<file path="src/rfp_pkg.sv">
// rfp_pkg: constants and types shared by the fault protection block
package rfp_pkg;
	// register map
	localparam logic [7:0] EXIT_LAT_OFFSET = 8'h2B;
	localparam int EXIT_LAT_MANT_LSB = 0;
	localparam int EXIT_LAT_EXP_LSB = 4;
	localparam logic [7:0] EXIT_LAT_RESET = 8'h10;
	// voltages in millivolts, 12-bit codes in 1 mV units
	localparam int MV_W = 12;
	localparam logic [11:0] MARGIN_STEP_MV = 12'h032;
	localparam logic [11:0] UV_FIXED_MV = 12'h0F8;
	localparam logic [11:0] OV_RELEASE_MV = 12'h0F8;
	localparam logic [11:0] SS_OV_0_MV = 12'h9C4;
	localparam logic [11:0] SS_OV_1_MV = 12'h4B0;
	localparam logic [11:0] SS_OV_2_MV = 12'h4FB;
	localparam logic [11:0] SS_OV_3_MV = 12'h546;
	// current and temperature
	localparam logic [7:0] OC_MAX_A = 8'h3E;
	localparam logic [7:0] HOT_MIN_C = 8'h40;
	localparam logic [7:0] HOT_MAX_C = 8'h7F;
	localparam logic [7:0] OT_ADD_MAX_C = 8'h20;
	localparam logic [7:0] OT_CAP_C = 8'h87;
	localparam int TEMP_GAIN_UV_PER_C = 4880;
	// hiccup timing
	localparam int HICCUP_TIME_US = 1000;
	localparam int CLK_MHZ = 100;
	localparam int HICCUP_CYCLES = HICCUP_TIME_US * CLK_MHZ;
	localparam logic [1:0] HICCUP_RETRIES = 2'h2;
	// modes
	typedef enum logic [1:0] {RFP_OC_SHUTDOWN, RFP_OC_HICCUP2, RFP_OC_HICCUP_INF, RFP_OC_RSVD} rfp_oc_mode_t;
	typedef enum logic [1:0] {RFP_GANG_SINGLE, RFP_GANG_DOUBLER, RFP_GANG_QUAD, RFP_GANG_RSVD} rfp_gang_t;
	// sticky flag positions
	localparam int FLT_OT = 0;
	localparam int FLT_OC = 1;
	localparam int FLT_OV = 2;
	localparam int FLT_UV = 3;
	localparam int FLT_VIN_LOCK = 4;
	localparam int FLT_VCC_LOCK = 5;
	localparam int FLT_PHASE = 6;
	localparam int FLT_SLOW_OC = 7;
	localparam int FLT_W = 8;
endpackage

</file>
<file path="src/rfp_slow_filter.sv">
// rfp_slow_filter: first-order low-pass averager of the total current
module rfp_slow_filter #(
	parameter int W = 16,
	parameter int BASE_SHIFT = 16
) (
	// clocking
	input wire logic core_clk,
	input wire logic rst_n,
	input wire logic clk_en,
	// sample and setting
	input wire logic [W-1:0] sample,
	input wire logic [2:0] bw_code,
	// averaged result
	output logic [W-1:0] average
);
	import rfp_pkg::*;
	typedef struct packed {
		logic [W+BASE_SHIFT-1:0] acc;
	} rfp_flt_t;
	rfp_flt_t st, next_st;
	logic [4:0] shift;
	initial begin
		if (BASE_SHIFT < 8 || BASE_SHIFT > 24) $error("rfp_slow_filter: BASE_SHIFT out of range");
	end
	// each code step doubles the bandwidth by lowering the shift by one
	always_comb begin
		logic [W+BASE_SHIFT-1:0] ext;
		ext = '0;
		shift = 5'(BASE_SHIFT) - 5'(bw_code);
		next_st = st;
		ext[W+BASE_SHIFT-1:BASE_SHIFT] = sample;
		next_st.acc = st.acc - (st.acc >> shift) + (ext >> shift);
	end
	always_ff @(posedge core_clk or negedge rst_n) begin
		if (!rst_n) begin
			st <= '0;
		end else if (clk_en) begin
			st <= next_st;
		end
	end
	assign average = st.acc[W+BASE_SHIFT-1:BASE_SHIFT];
endmodule

</file>
<file path="src/rfp_core.sv">
// rfp_core: fault supervision and deepest power state handling
// How it works
// - deepest state: acknowledge, zero output, tristate PWM
// - wake on bus clock or set command
// - exit latency register: mantissa low, exponent high
// - sticky fault flags until clear or power
// - over-voltage flags fault, low-side switches on
// - option: latch low-side or release below level
// - release mode re-arms on renewed over-voltage
// - no over-voltage check during downward transition
// - soft-start over-voltage level from 2-bit code
// - over-voltage optionally active while disabled
// - shared margin code: 50 mV times n+1
// - under-voltage by margin or fixed 248 mV
// - under-voltage threshold optionally includes droop
// - under-voltage response follows over-current mode
// - over-current 0..62 A, scaled by gang mode
// - over-current modes: shutdown, hiccup twice, forever
// - current trips masked in start-up and transitions
// - slow limit compares filtered current to threshold
// - warning 64..127 C, trip adds 0..32, cap 135
// - over-temperature latches off until enable cycle
// - temperature arrives converted at fixed gain
// - stage fault high: shut down, raise catastrophic
module rfp_core #(
	parameter int HICCUP_DELAY = rfp_pkg::HICCUP_CYCLES,
	parameter int PHASES = 8,
	parameter logic [7:0] EXIT_LATENCY = rfp_pkg::EXIT_LAT_RESET
) (
	// clocking
	input wire logic core_clk,
	input wire logic rst_n,
	input wire logic clk_en,
	// enable and supply monitors (pins)
	input wire logic enable_pin,
	input wire logic vin_lockout_pin,
	input wire logic vcc_lockout_pin,
	input wire logic phase_fault_in,
	input wire logic [PHASES-1:0] stage_fault_pin,
	// voltage-ID bus events, already in this clock domain
	input wire logic vid_bus_clk_seen,
	input wire logic deep_state_cmd,
	input wire logic set_cmd,
	input wire logic [7:0] vid_reg_addr,
	output logic [7:0] vid_reg_rdata,
	output logic deep_state_ack,
	// loop status
	input wire logic soft_start,
	input wire logic vid_transition,
	input wire logic vid_down,
	input wire logic [11:0] vout_mv,
	input wire logic [11:0] vid_setpoint_mv,
	input wire logic [11:0] droop_mv,
	input wire logic [15:0] total_current_a,
	input wire logic [7:0] max_phase_current_a,
	input wire logic [7:0] temp_sense_input,
	// configuration
	input wire logic deep_state_ramp_select,
	input wire logic wake_on_clock,
	input wire logic overvolt_latch_mode,
	input wire logic overvolt_active_when_off,
	input wire logic [1:0] soft_start_ov_code,
	input wire logic [2:0] margin_code,
	input wire logic uv_use_converter,
	input wire logic uv_include_droop,
	input wire logic [7:0] oc_limit_a,
	input wire rfp_pkg::rfp_gang_t gang_mode,
	input wire rfp_pkg::rfp_oc_mode_t oc_mode,
	input wire logic [15:0] slow_oc_limit_a,
	input wire logic [2:0] telemetry_bw,
	input wire logic [7:0] hot_limit_c,
	input wire logic [5:0] ot_add_c,
	input wire logic clear_sticky,
	// outputs
	output logic regulator_on,
	output logic ramp_to_zero,
	output logic pwm_tristate,
	output logic low_side_on,
	output logic thermal_warning_flag,
	output logic catastrophic_fault_out,
	output logic [rfp_pkg::FLT_W-1:0] live_faults,
	output logic [rfp_pkg::FLT_W-1:0] sticky_faults
);
	import rfp_pkg::*;
	typedef enum logic [1:0] {RFP_RUN, RFP_DEEP, RFP_HICCUP, RFP_OFF} rfp_state_t;
	typedef struct packed {
		logic [1:0] en_s;
		logic [1:0] vin_s;
		logic [1:0] vcc_s;
		logic [1:0] ph_s;
		logic [PHASES-1:0] stg_s1;
		logic [PHASES-1:0] stg_s2;
		rfp_state_t state;
		logic [31:0] timer;
		logic [1:0] trips;
		logic ov_hold;
		logic ack;
		logic ramp;
		logic cat;
		logic [FLT_W-1:0] sticky;
		logic [7:0] rdata;
	} rfp_st_t;
	rfp_st_t st, next_st;
	logic en_q, vin_q, vcc_q, ph_q, stage_any;
	logic [11:0] margin, ov_level, uv_level;
	logic [9:0] oc_scaled;
	logic [7:0] ot_level, hot_level;
	logic [8:0] ot_sum;
	logic ov_armed, ov_now, uv_now, oc_now, slow_now, ot_now, ilim_mask;
	logic [15:0] slow_avg;
	logic [FLT_W-1:0] live;
	initial begin
		if (HICCUP_DELAY < 1) $error("rfp_core: HICCUP_DELAY must be positive");
		if (PHASES < 1 || PHASES > 16) $error("rfp_core: PHASES out of range");
	end
	// synchroniser second stages
	assign en_q = st.en_s[1];
	assign vin_q = st.vin_s[1];
	assign vcc_q = st.vcc_s[1];
	assign ph_q = st.ph_s[1];
	assign stage_any = |st.stg_s2;
	// averaged current for the slow limit
	rfp_slow_filter #(.W(16), .BASE_SHIFT(16)) u_slow (
		.core_clk(core_clk),
		.rst_n(rst_n),
		.clk_en(clk_en),
		.sample(total_current_a),
		.bw_code(telemetry_bw),
		.average(slow_avg)
	);
	// thresholds
	always_comb begin
		margin = 12'(MARGIN_STEP_MV * ({9'h000, margin_code} + 12'h001));
		case (soft_start_ov_code)
			2'h0: ov_level = SS_OV_0_MV;
			2'h1: ov_level = SS_OV_1_MV;
			2'h2: ov_level = SS_OV_2_MV;
			default: ov_level = SS_OV_3_MV;
		endcase
		if (!soft_start) begin
			ov_level = vid_setpoint_mv + margin;
		end
		if (uv_use_converter) begin
			uv_level = UV_FIXED_MV;
		end else begin
			uv_level = (vid_setpoint_mv > margin) ? vid_setpoint_mv - margin : 12'h000;
			if (uv_include_droop) begin
				uv_level = (uv_level > droop_mv) ? uv_level - droop_mv : 12'h000;
			end
		end
		case (gang_mode)
			RFP_GANG_DOUBLER: oc_scaled = {1'b0, (oc_limit_a > OC_MAX_A ? OC_MAX_A : oc_limit_a), 1'b0};
			RFP_GANG_QUAD: oc_scaled = {(oc_limit_a > OC_MAX_A ? OC_MAX_A : oc_limit_a), 2'b00};
			default: oc_scaled = {2'b00, (oc_limit_a > OC_MAX_A ? OC_MAX_A : oc_limit_a)};
		endcase
		// warning level clamped once, shared by the flag and the trip level
		hot_level = (hot_limit_c < HOT_MIN_C) ? HOT_MIN_C : ((hot_limit_c > HOT_MAX_C) ? HOT_MAX_C : hot_limit_c);
		ot_sum = {1'b0, hot_level} + {1'b0, ((8'(ot_add_c) > OT_ADD_MAX_C) ? OT_ADD_MAX_C : 8'(ot_add_c))};
		ot_level = (ot_sum > {1'b0, OT_CAP_C}) ? OT_CAP_C : ot_sum[7:0];
	end
	// detectors
	always_comb begin
		ov_armed = (en_q || overvolt_active_when_off) && !vid_down;
		ov_now = ov_armed && (vout_mv > ov_level);
		uv_now = en_q && !soft_start && !vid_transition && st.state == RFP_RUN && (vout_mv < uv_level);
		ilim_mask = soft_start || vid_transition;
		oc_now = !ilim_mask && st.state == RFP_RUN && ({2'b00, max_phase_current_a} > oc_scaled);
		slow_now = !ilim_mask && st.state == RFP_RUN && (slow_avg > slow_oc_limit_a);
		ot_now = temp_sense_input > ot_level; // input is already in degrees
		live = '0;
		live[FLT_OT] = ot_now;
		live[FLT_OC] = oc_now;
		live[FLT_OV] = ov_now;
		live[FLT_UV] = uv_now;
		live[FLT_VIN_LOCK] = vin_q;
		live[FLT_VCC_LOCK] = vcc_q;
		live[FLT_PHASE] = ph_q;
		live[FLT_SLOW_OC] = slow_now;
	end
	// next state
	always_comb begin
		next_st = st;
		next_st.en_s = {st.en_s[0], enable_pin};
		next_st.vin_s = {st.vin_s[0], vin_lockout_pin};
		next_st.vcc_s = {st.vcc_s[0], vcc_lockout_pin};
		next_st.ph_s = {st.ph_s[0], phase_fault_in};
		next_st.stg_s1 = stage_fault_pin;
		next_st.stg_s2 = st.stg_s1;
		next_st.ack = 1'b0;
		next_st.sticky = (clear_sticky ? '0 : st.sticky) | live; // set wins
		next_st.rdata = (vid_reg_addr == EXIT_LAT_OFFSET) ? EXIT_LATENCY : 8'h00;
		// low-side hold: latched until reset or until below release level
		if (ov_now) begin
			next_st.ov_hold = 1'b1;
		end else if (!overvolt_latch_mode && vout_mv < OV_RELEASE_MV) begin
			next_st.ov_hold = 1'b0;
		end
		if (stage_any) begin
			next_st.cat = 1'b1;
		end
		if (st.timer != 32'h0) begin
			next_st.timer = st.timer - 32'h1;
		end
		case (st.state)
			RFP_RUN: begin
				if (stage_any || ot_now || ph_q) begin
					next_st.state = RFP_OFF;
				end else if (oc_now || slow_now || uv_now) begin
					if (oc_mode == RFP_OC_SHUTDOWN || (oc_mode == RFP_OC_HICCUP2 && st.trips == HICCUP_RETRIES)) begin
						next_st.state = RFP_OFF;
					end else begin
						next_st.state = RFP_HICCUP;
						next_st.timer = 32'(HICCUP_DELAY);
						if (st.trips != HICCUP_RETRIES) begin
							next_st.trips = st.trips + 2'h1;
						end
					end
				end else if (deep_state_cmd && en_q) begin
					next_st.state = RFP_DEEP;
					next_st.ack = 1'b1;
					next_st.ramp = deep_state_ramp_select;
				end
			end
			RFP_DEEP: begin
				if (stage_any || ot_now) begin
					next_st.state = RFP_OFF;
				end else if (wake_on_clock ? vid_bus_clk_seen : set_cmd) begin
					next_st.state = RFP_RUN;
				end
			end
			RFP_HICCUP: begin
				if (stage_any || ot_now) begin
					next_st.state = RFP_OFF;
				end else if (st.timer == 32'h0) begin
					next_st.state = RFP_RUN;
				end
			end
			RFP_OFF: begin
				next_st.state = RFP_OFF;
			end
			default: next_st.state = RFP_OFF;
		endcase
		// an enable cycle restarts the state, retry count, timer and catastrophic flag
		if (!en_q) begin
			next_st.state = RFP_RUN;
			next_st.trips = 2'h0;
			next_st.cat = 1'b0;
			next_st.timer = 32'h0;
		end
	end
	// state register
	always_ff @(posedge core_clk or negedge rst_n) begin
		if (!rst_n) begin
			st <= '0;
		end else if (clk_en) begin
			st <= next_st;
		end
	end
	// outputs
	assign regulator_on = en_q && st.state == RFP_RUN && !st.ov_hold;
	assign ramp_to_zero = st.state == RFP_DEEP && st.ramp;
	assign pwm_tristate = st.state == RFP_DEEP && !st.ov_hold;
	assign low_side_on = st.ov_hold;
	assign thermal_warning_flag = temp_sense_input > hot_level;
	assign catastrophic_fault_out = st.cat;
	assign live_faults = live;
	assign sticky_faults = st.sticky;
	assign deep_state_ack = st.ack;
	assign vid_reg_rdata = st.rdata;
	// checks
	property p_ack_enters_deep;
		@(posedge core_clk) disable iff (!rst_n) deep_state_ack |-> st.state == RFP_DEEP;
	endproperty
	a_ack_enters_deep: assert property (p_ack_enters_deep) else $error("ack without deep state");
	property p_latency_read;
		@(posedge core_clk) disable iff (!rst_n) clk_en && vid_reg_addr == EXIT_LAT_OFFSET |=> vid_reg_rdata == EXIT_LATENCY;
	endproperty
	a_latency_read: assert property (p_latency_read) else $error("latency register wrong");
	property p_sticky_holds;
		@(posedge core_clk) disable iff (!rst_n) clk_en && live_faults[FLT_OV] |=> sticky_faults[FLT_OV];
	endproperty
	a_sticky_holds: assert property (p_sticky_holds) else $error("sticky flag lost");
	property p_ov_low_side;
		@(posedge core_clk) disable iff (!rst_n) clk_en && ov_now |=> low_side_on;
	endproperty
	a_ov_low_side: assert property (p_ov_low_side) else $error("low side not on");
	property p_ov_latched;
		@(posedge core_clk) disable iff (!rst_n) overvolt_latch_mode && low_side_on && en_q |=> low_side_on;
	endproperty
	a_ov_latched: assert property (p_ov_latched) else $error("latched low side released");
	property p_no_ov_down;
		@(posedge core_clk) disable iff (!rst_n) vid_down |-> !live_faults[FLT_OV];
	endproperty
	a_no_ov_down: assert property (p_no_ov_down) else $error("ov during down transition");
	property p_oc_masked;
		@(posedge core_clk) disable iff (!rst_n) (soft_start || vid_transition) |-> !live_faults[FLT_OC] && !live_faults[FLT_SLOW_OC];
	endproperty
	a_oc_masked: assert property (p_oc_masked) else $error("current trip not masked");
	property p_ot_cap;
		@(posedge core_clk) disable iff (!rst_n) ot_level <= OT_CAP_C && ot_level >= HOT_MIN_C;
	endproperty
	a_ot_cap: assert property (p_ot_cap) else $error("trip level out of range");
	property p_stage_cat;
		@(posedge core_clk) disable iff (!rst_n) clk_en && stage_any && en_q |=> catastrophic_fault_out && st.state == RFP_OFF;
	endproperty
	a_stage_cat: assert property (p_stage_cat) else $error("stage fault not handled");
endmodule

</file>
<file path="config.mk">
export PLATFORM = sky130hd
export DESIGN_NAME = rfp_core
export DESIGN_NICKNAME = d
export VERILOG_FILES = /design/src/rfp_pkg.sv /design/src/rfp_slow_filter.sv /design/src/rfp_core.sv
export SDC_FILE = /design/constraint.sdc
export NUM_CORES = 1
export LEC_CHECK = 0
export BUFFER_PORTS_ARGS = -buffer_cell sky130_fd_sc_hd__buf_2
export CORE_MARGIN = 2
export CORE_UTILIZATION = 40
export CTS_BUF_LIST = sky130_fd_sc_hd__clkbuf_8
export DETAILED_ROUTE_END_ITERATION = 10
export PLACE_DENSITY_LB_ADDON = 0.3
export SETUP_SLACK_MARGIN = 0.1
export SLEW_MARGIN = 10
export SYNTH_ARGS = -nofsm -noshare
export SYNTH_HDL_FRONTEND = slang
export SYNTH_SLANG_ARGS = --single-unit
</file>
<file path="constraint.sdc">
create_clock -name core_clk -period 12.35 [get_ports core_clk]
set_clock_uncertainty 0.1 [all_clocks]
set_input_delay 2.47 -clock core_clk [delete_from_list [all_inputs] [get_ports core_clk]]
set_output_delay 2.47 -clock core_clk [all_outputs]
set_load 0.01 [all_outputs]
</file>
==> run summary <==
Status
* result of the run: finished, final reports clean

Drt
* Residual DRC: 0
* ratio of routed vias to standard cells: 5.553
* Final Routed Wirelength: 38.88 mm
* detailed-routing iteration count for the pre-antenna-repair pass: 5
* antenna violation net count after detailed routing: 0
* drt first-iter violations: 943
* routed wire length per instance: 17.11 um
* total via count in the routed design: 12,620

Logic synthesis
* Gate Count Post-Synth: 1,716
* sequential element share of the synthesized area: 19.22%
* Synth top area share: 19.22%
* top cell type by total area after synthesis: sky130_fd_sc_hd__dfrtp_1
* average cell area after synthesis: 7.965 um2
* count of unique library cells instantiated by Yosys: 82
* cell types with the largest area share after synthesis: sky130_fd_sc_hd__dfrtp_1 (19%), sky130_fd_sc_hd__ha_1 (14%), sky130_fd_sc_hd__inv_1 (5.2%)
* fraction of synthesis flops using an asynchronous set or reset pin: 100.0%
* main flop type after synthesis: sky130_fd_sc_hd__dfrtp_1
* count of synthesis-stage warnings from yosys: 0
* post-synthesis instance area: 13,670 um2
* EDFF count, synth: 0
* flip-flop and latch count after synthesis: 105

Global route
* maximum number of pins on one net before global-route repair: 86
* total global-route track usage: 21.77%
* number of antenna violations at the first check in global routing: 0
* grt total ovfl: 0
* number of global-route vias before repair: 11,970
* global-route wire length before repair: 62.62 mm

Final layout
* fraction of final layout cells with drive strength greater than 1: 15.35%
* number of nets in the final layout: 2,164
* Syn-to-layout area delta: 9.722%
* Diodes inserted: 0

Clock network
* Inserted Clock Buffers: 9
* hold-fix buffer count after cts: 0
* Longest Clk Path Bufs: 2
* count of cells resized by post-cts repair: 0
* Setup Buffers After CTS: 0
* Max H-tree Level: 3
* insertion delay to the later sink of the worst-skew pair: 0.41 ns
* clock tree from TritonCTS: yes
* CTS sink count: 105
* post-CTS clock slew at the launch and capture registers of the worst setup and hold paths: 0.11 ns
* CTS Root Cell: sky130_fd_sc_hd__clkbuf_8

Critical path
* type of origin of the critical path: input port
* Worst Setup End Kind: primary output
* required time worst endpoint: 9.78 ns
* Worst Path Arrival: 9.24 ns
* CP peak stage delay: 0.42 ns
* most frequent cell on the critical path: sky130_fd_sc_hd__ha_1
* cell at the slowest stage of the critical path: sky130_fd_sc_hd__or3_1
* biggest fanout along the worst timing path: 11
* WS Path Type: input port to primary output

Floorplanning
* placement row count: 67
* Initial Utilization: 40.66%
* core area: 33,620 um2
* Die Y-Extent: 188.9 um
* number of placed I/O pins: 185
* Chip Width: 188.9 um
* overall die area: 35,660 um2

STA
* Final setup violation count: 0
* slew at the pin closest to its max-slew limit: 1.049 ns
* post-route fraction of the period consumed by the critical path: 95.61%
* accumulated negative setup slack: 0 ns
* Max Fclk: 84.69 MHz
* final-report hold violation count: 0
* Max-Slew Margin vs Limit: 29.64%
* minimum clock period after layout: 11.81 ns
* final number of max-transition violations: 0
* unrepaired setup endpoints after global routing: false

Pwr
* static leakage: 0.007381 uW
* power density relative to cell area: 221.2 nW/um2
* worst IR drop on VDD: 0.0001242 V
* total power of the final layout: 3318 uW

Job
* Max Cap Viol: 0

Placed design
* Final Wtd Congestion: 0.8996
* count of buffers from port buffering: 177
* sum of net half-perimeters after detailed placement: 31.28 mm

Min path
* Worst Hold Class: register to register

[final timing paths]
| kind | startpoint | cells after the start | slack (ns) | end |
|---|---|---|---|---|
| max in group asynchronous | rst_n | 2 | 8.95 | u_slow.st[29]$_DFFE_PN0P_ |
| worst min-delay path | vid_reg_rdata[4]$_DFFE_PN0P_ | 1 | 0.39 | vid_reg_rdata[4]$_DFFE_PN0P_ |
| worst max register to register | u_slow.st[23]$_DFFE_PN0P_ | 18 | 6.72 | u_slow.st[24]$_DFFE_PN0P_ |
| worst min register to register | vid_reg_rdata[4]$_DFFE_PN0P_ | 1 | 0.39 | vid_reg_rdata[4]$_DFFE_PN0P_ |
| worst max-delay path | margin_code[0] | 30 | 0.54 | live_faults[3] |
| min in group asynchronous | rst_n | 1 | 1.99 | next_st[75]$_DFFE_PN0P_ |
[final cells by class]
class	instances	area, um2
clock buffer	9	123.9
clock inverter	6	86.33
fill	3409	18620
inverter	190	713.2
multi-input combinational	1328	9927
sequential	105	2628
tap	448	560.5
timing repair buffer	186	958.4
[cells in the final DEF, fill, tap and decap left out, types with 35 or more instances in the layout]
cell,netlist,layout
sky130_fd_sc_hd__a21o_1,47,47
sky130_fd_sc_hd__a21oi_1,124,124
sky130_fd_sc_hd__buf_2,2,175
sky130_fd_sc_hd__dfrtp_1,105,105
sky130_fd_sc_hd__fa_1,35,35
sky130_fd_sc_hd__ha_1,155,153
sky130_fd_sc_hd__inv_1,188,188
sky130_fd_sc_hd__mux2_2,35,35
sky130_fd_sc_hd__mux2i_1,55,55
sky130_fd_sc_hd__nand2_1,150,150
sky130_fd_sc_hd__nor2_1,122,121
sky130_fd_sc_hd__nor3_1,38,37
sky130_fd_sc_hd__o21ai_0,129,129
sky130_fd_sc_hd__xnor2_1,37,37
[state kept, by name, summed over array words and instances, names as in the netlist]
signal,flops
live_faults,3
sticky_faults,8
next_st,12
vid_reg_rdata,1
u_slow.st,32
deep_state_ack,1
catastrophic_fault_out,1
st,45
low_side_on,1
en_q,1
[power breakdown]
group          leakage [uW]  switching [uW]  total, uW  internal [uW]
clock network      0.000106             142        240           98.0
registers           0.00131             133        598            465
logic               0.00596            1400       2480           1080
[logic make-up after synthesis]
family          synth area share [%]
other cells                  0.05495
mux                            9.548
compound gates                 22.54
flops                          19.22
xor+xnor                       3.717
buf+inv                        8.669
simple gates                   16.94
fa+ha+maj                      19.32
[critical path, delay by kind of cell]
family                     cells  cell delay (ns)
AOI/OAI and AO/OA              8             1.46
buffers and inverters          3             0.46
xor gates and xnor gates       2             0.55
adders and majority gates      6             1.77
and+or+nand+nor               11             2.50
[through the flow]
step | hold slack, ns | std cells | setup slack, ns | utilization (%) | area [um2]
final | 0.3904 | 2272 | 0.5419 | 44.61 | 15000
after CTS | 0.3991 | 2272 | 0.5989 | 44.53 | 14970
after global routing | 0.4187 | 2272 | 0.06912 | 44.61 | 15000
after detailed placement | 0.3712 | 2257 | 0.6316 | 43.91 | 14760
after floorplan | 0.3482 | 1724 | 1.173 | - | 13700
after global placement | 0.3629 | 2257 | 0.6672 | 43.91 | 14760
[layer usage]
layer	wire length, um	GRT usage [%]
met2	17690	35.48
met4	529	4.387
met5	0	0
met1	18820	31.00
met3	1838	2.799
[synthesized netlist by cell type (21+ instances only)]
cell type	number
sky130_fd_sc_hd__nor3_1	38
sky130_fd_sc_hd__ha_1	155
sky130_fd_sc_hd__nand3_1	29
sky130_fd_sc_hd__o21ai_0	129
sky130_fd_sc_hd__inv_1	188
sky130_fd_sc_hd__nor2_1	122
sky130_fd_sc_hd__buf_4	24
sky130_fd_sc_hd__nand2b_1	24
sky130_fd_sc_hd__a21o_1	47
sky130_fd_sc_hd__clkbuf_1	54
sky130_fd_sc_hd__a211oi_1	26
sky130_fd_sc_hd__xor2_1	21
sky130_fd_sc_hd__mux2_2	35
sky130_fd_sc_hd__mux2i_1	55
sky130_fd_sc_hd__fa_1	35
sky130_fd_sc_hd__xnor2_1	37
sky130_fd_sc_hd__nand2_1	150
sky130_fd_sc_hd__dfrtp_1	105
sky130_fd_sc_hd__nor2b_1	23
sky130_fd_sc_hd__buf_1	21
sky130_fd_sc_hd__a21oi_1	124
(Power assumes the default switching activity.)
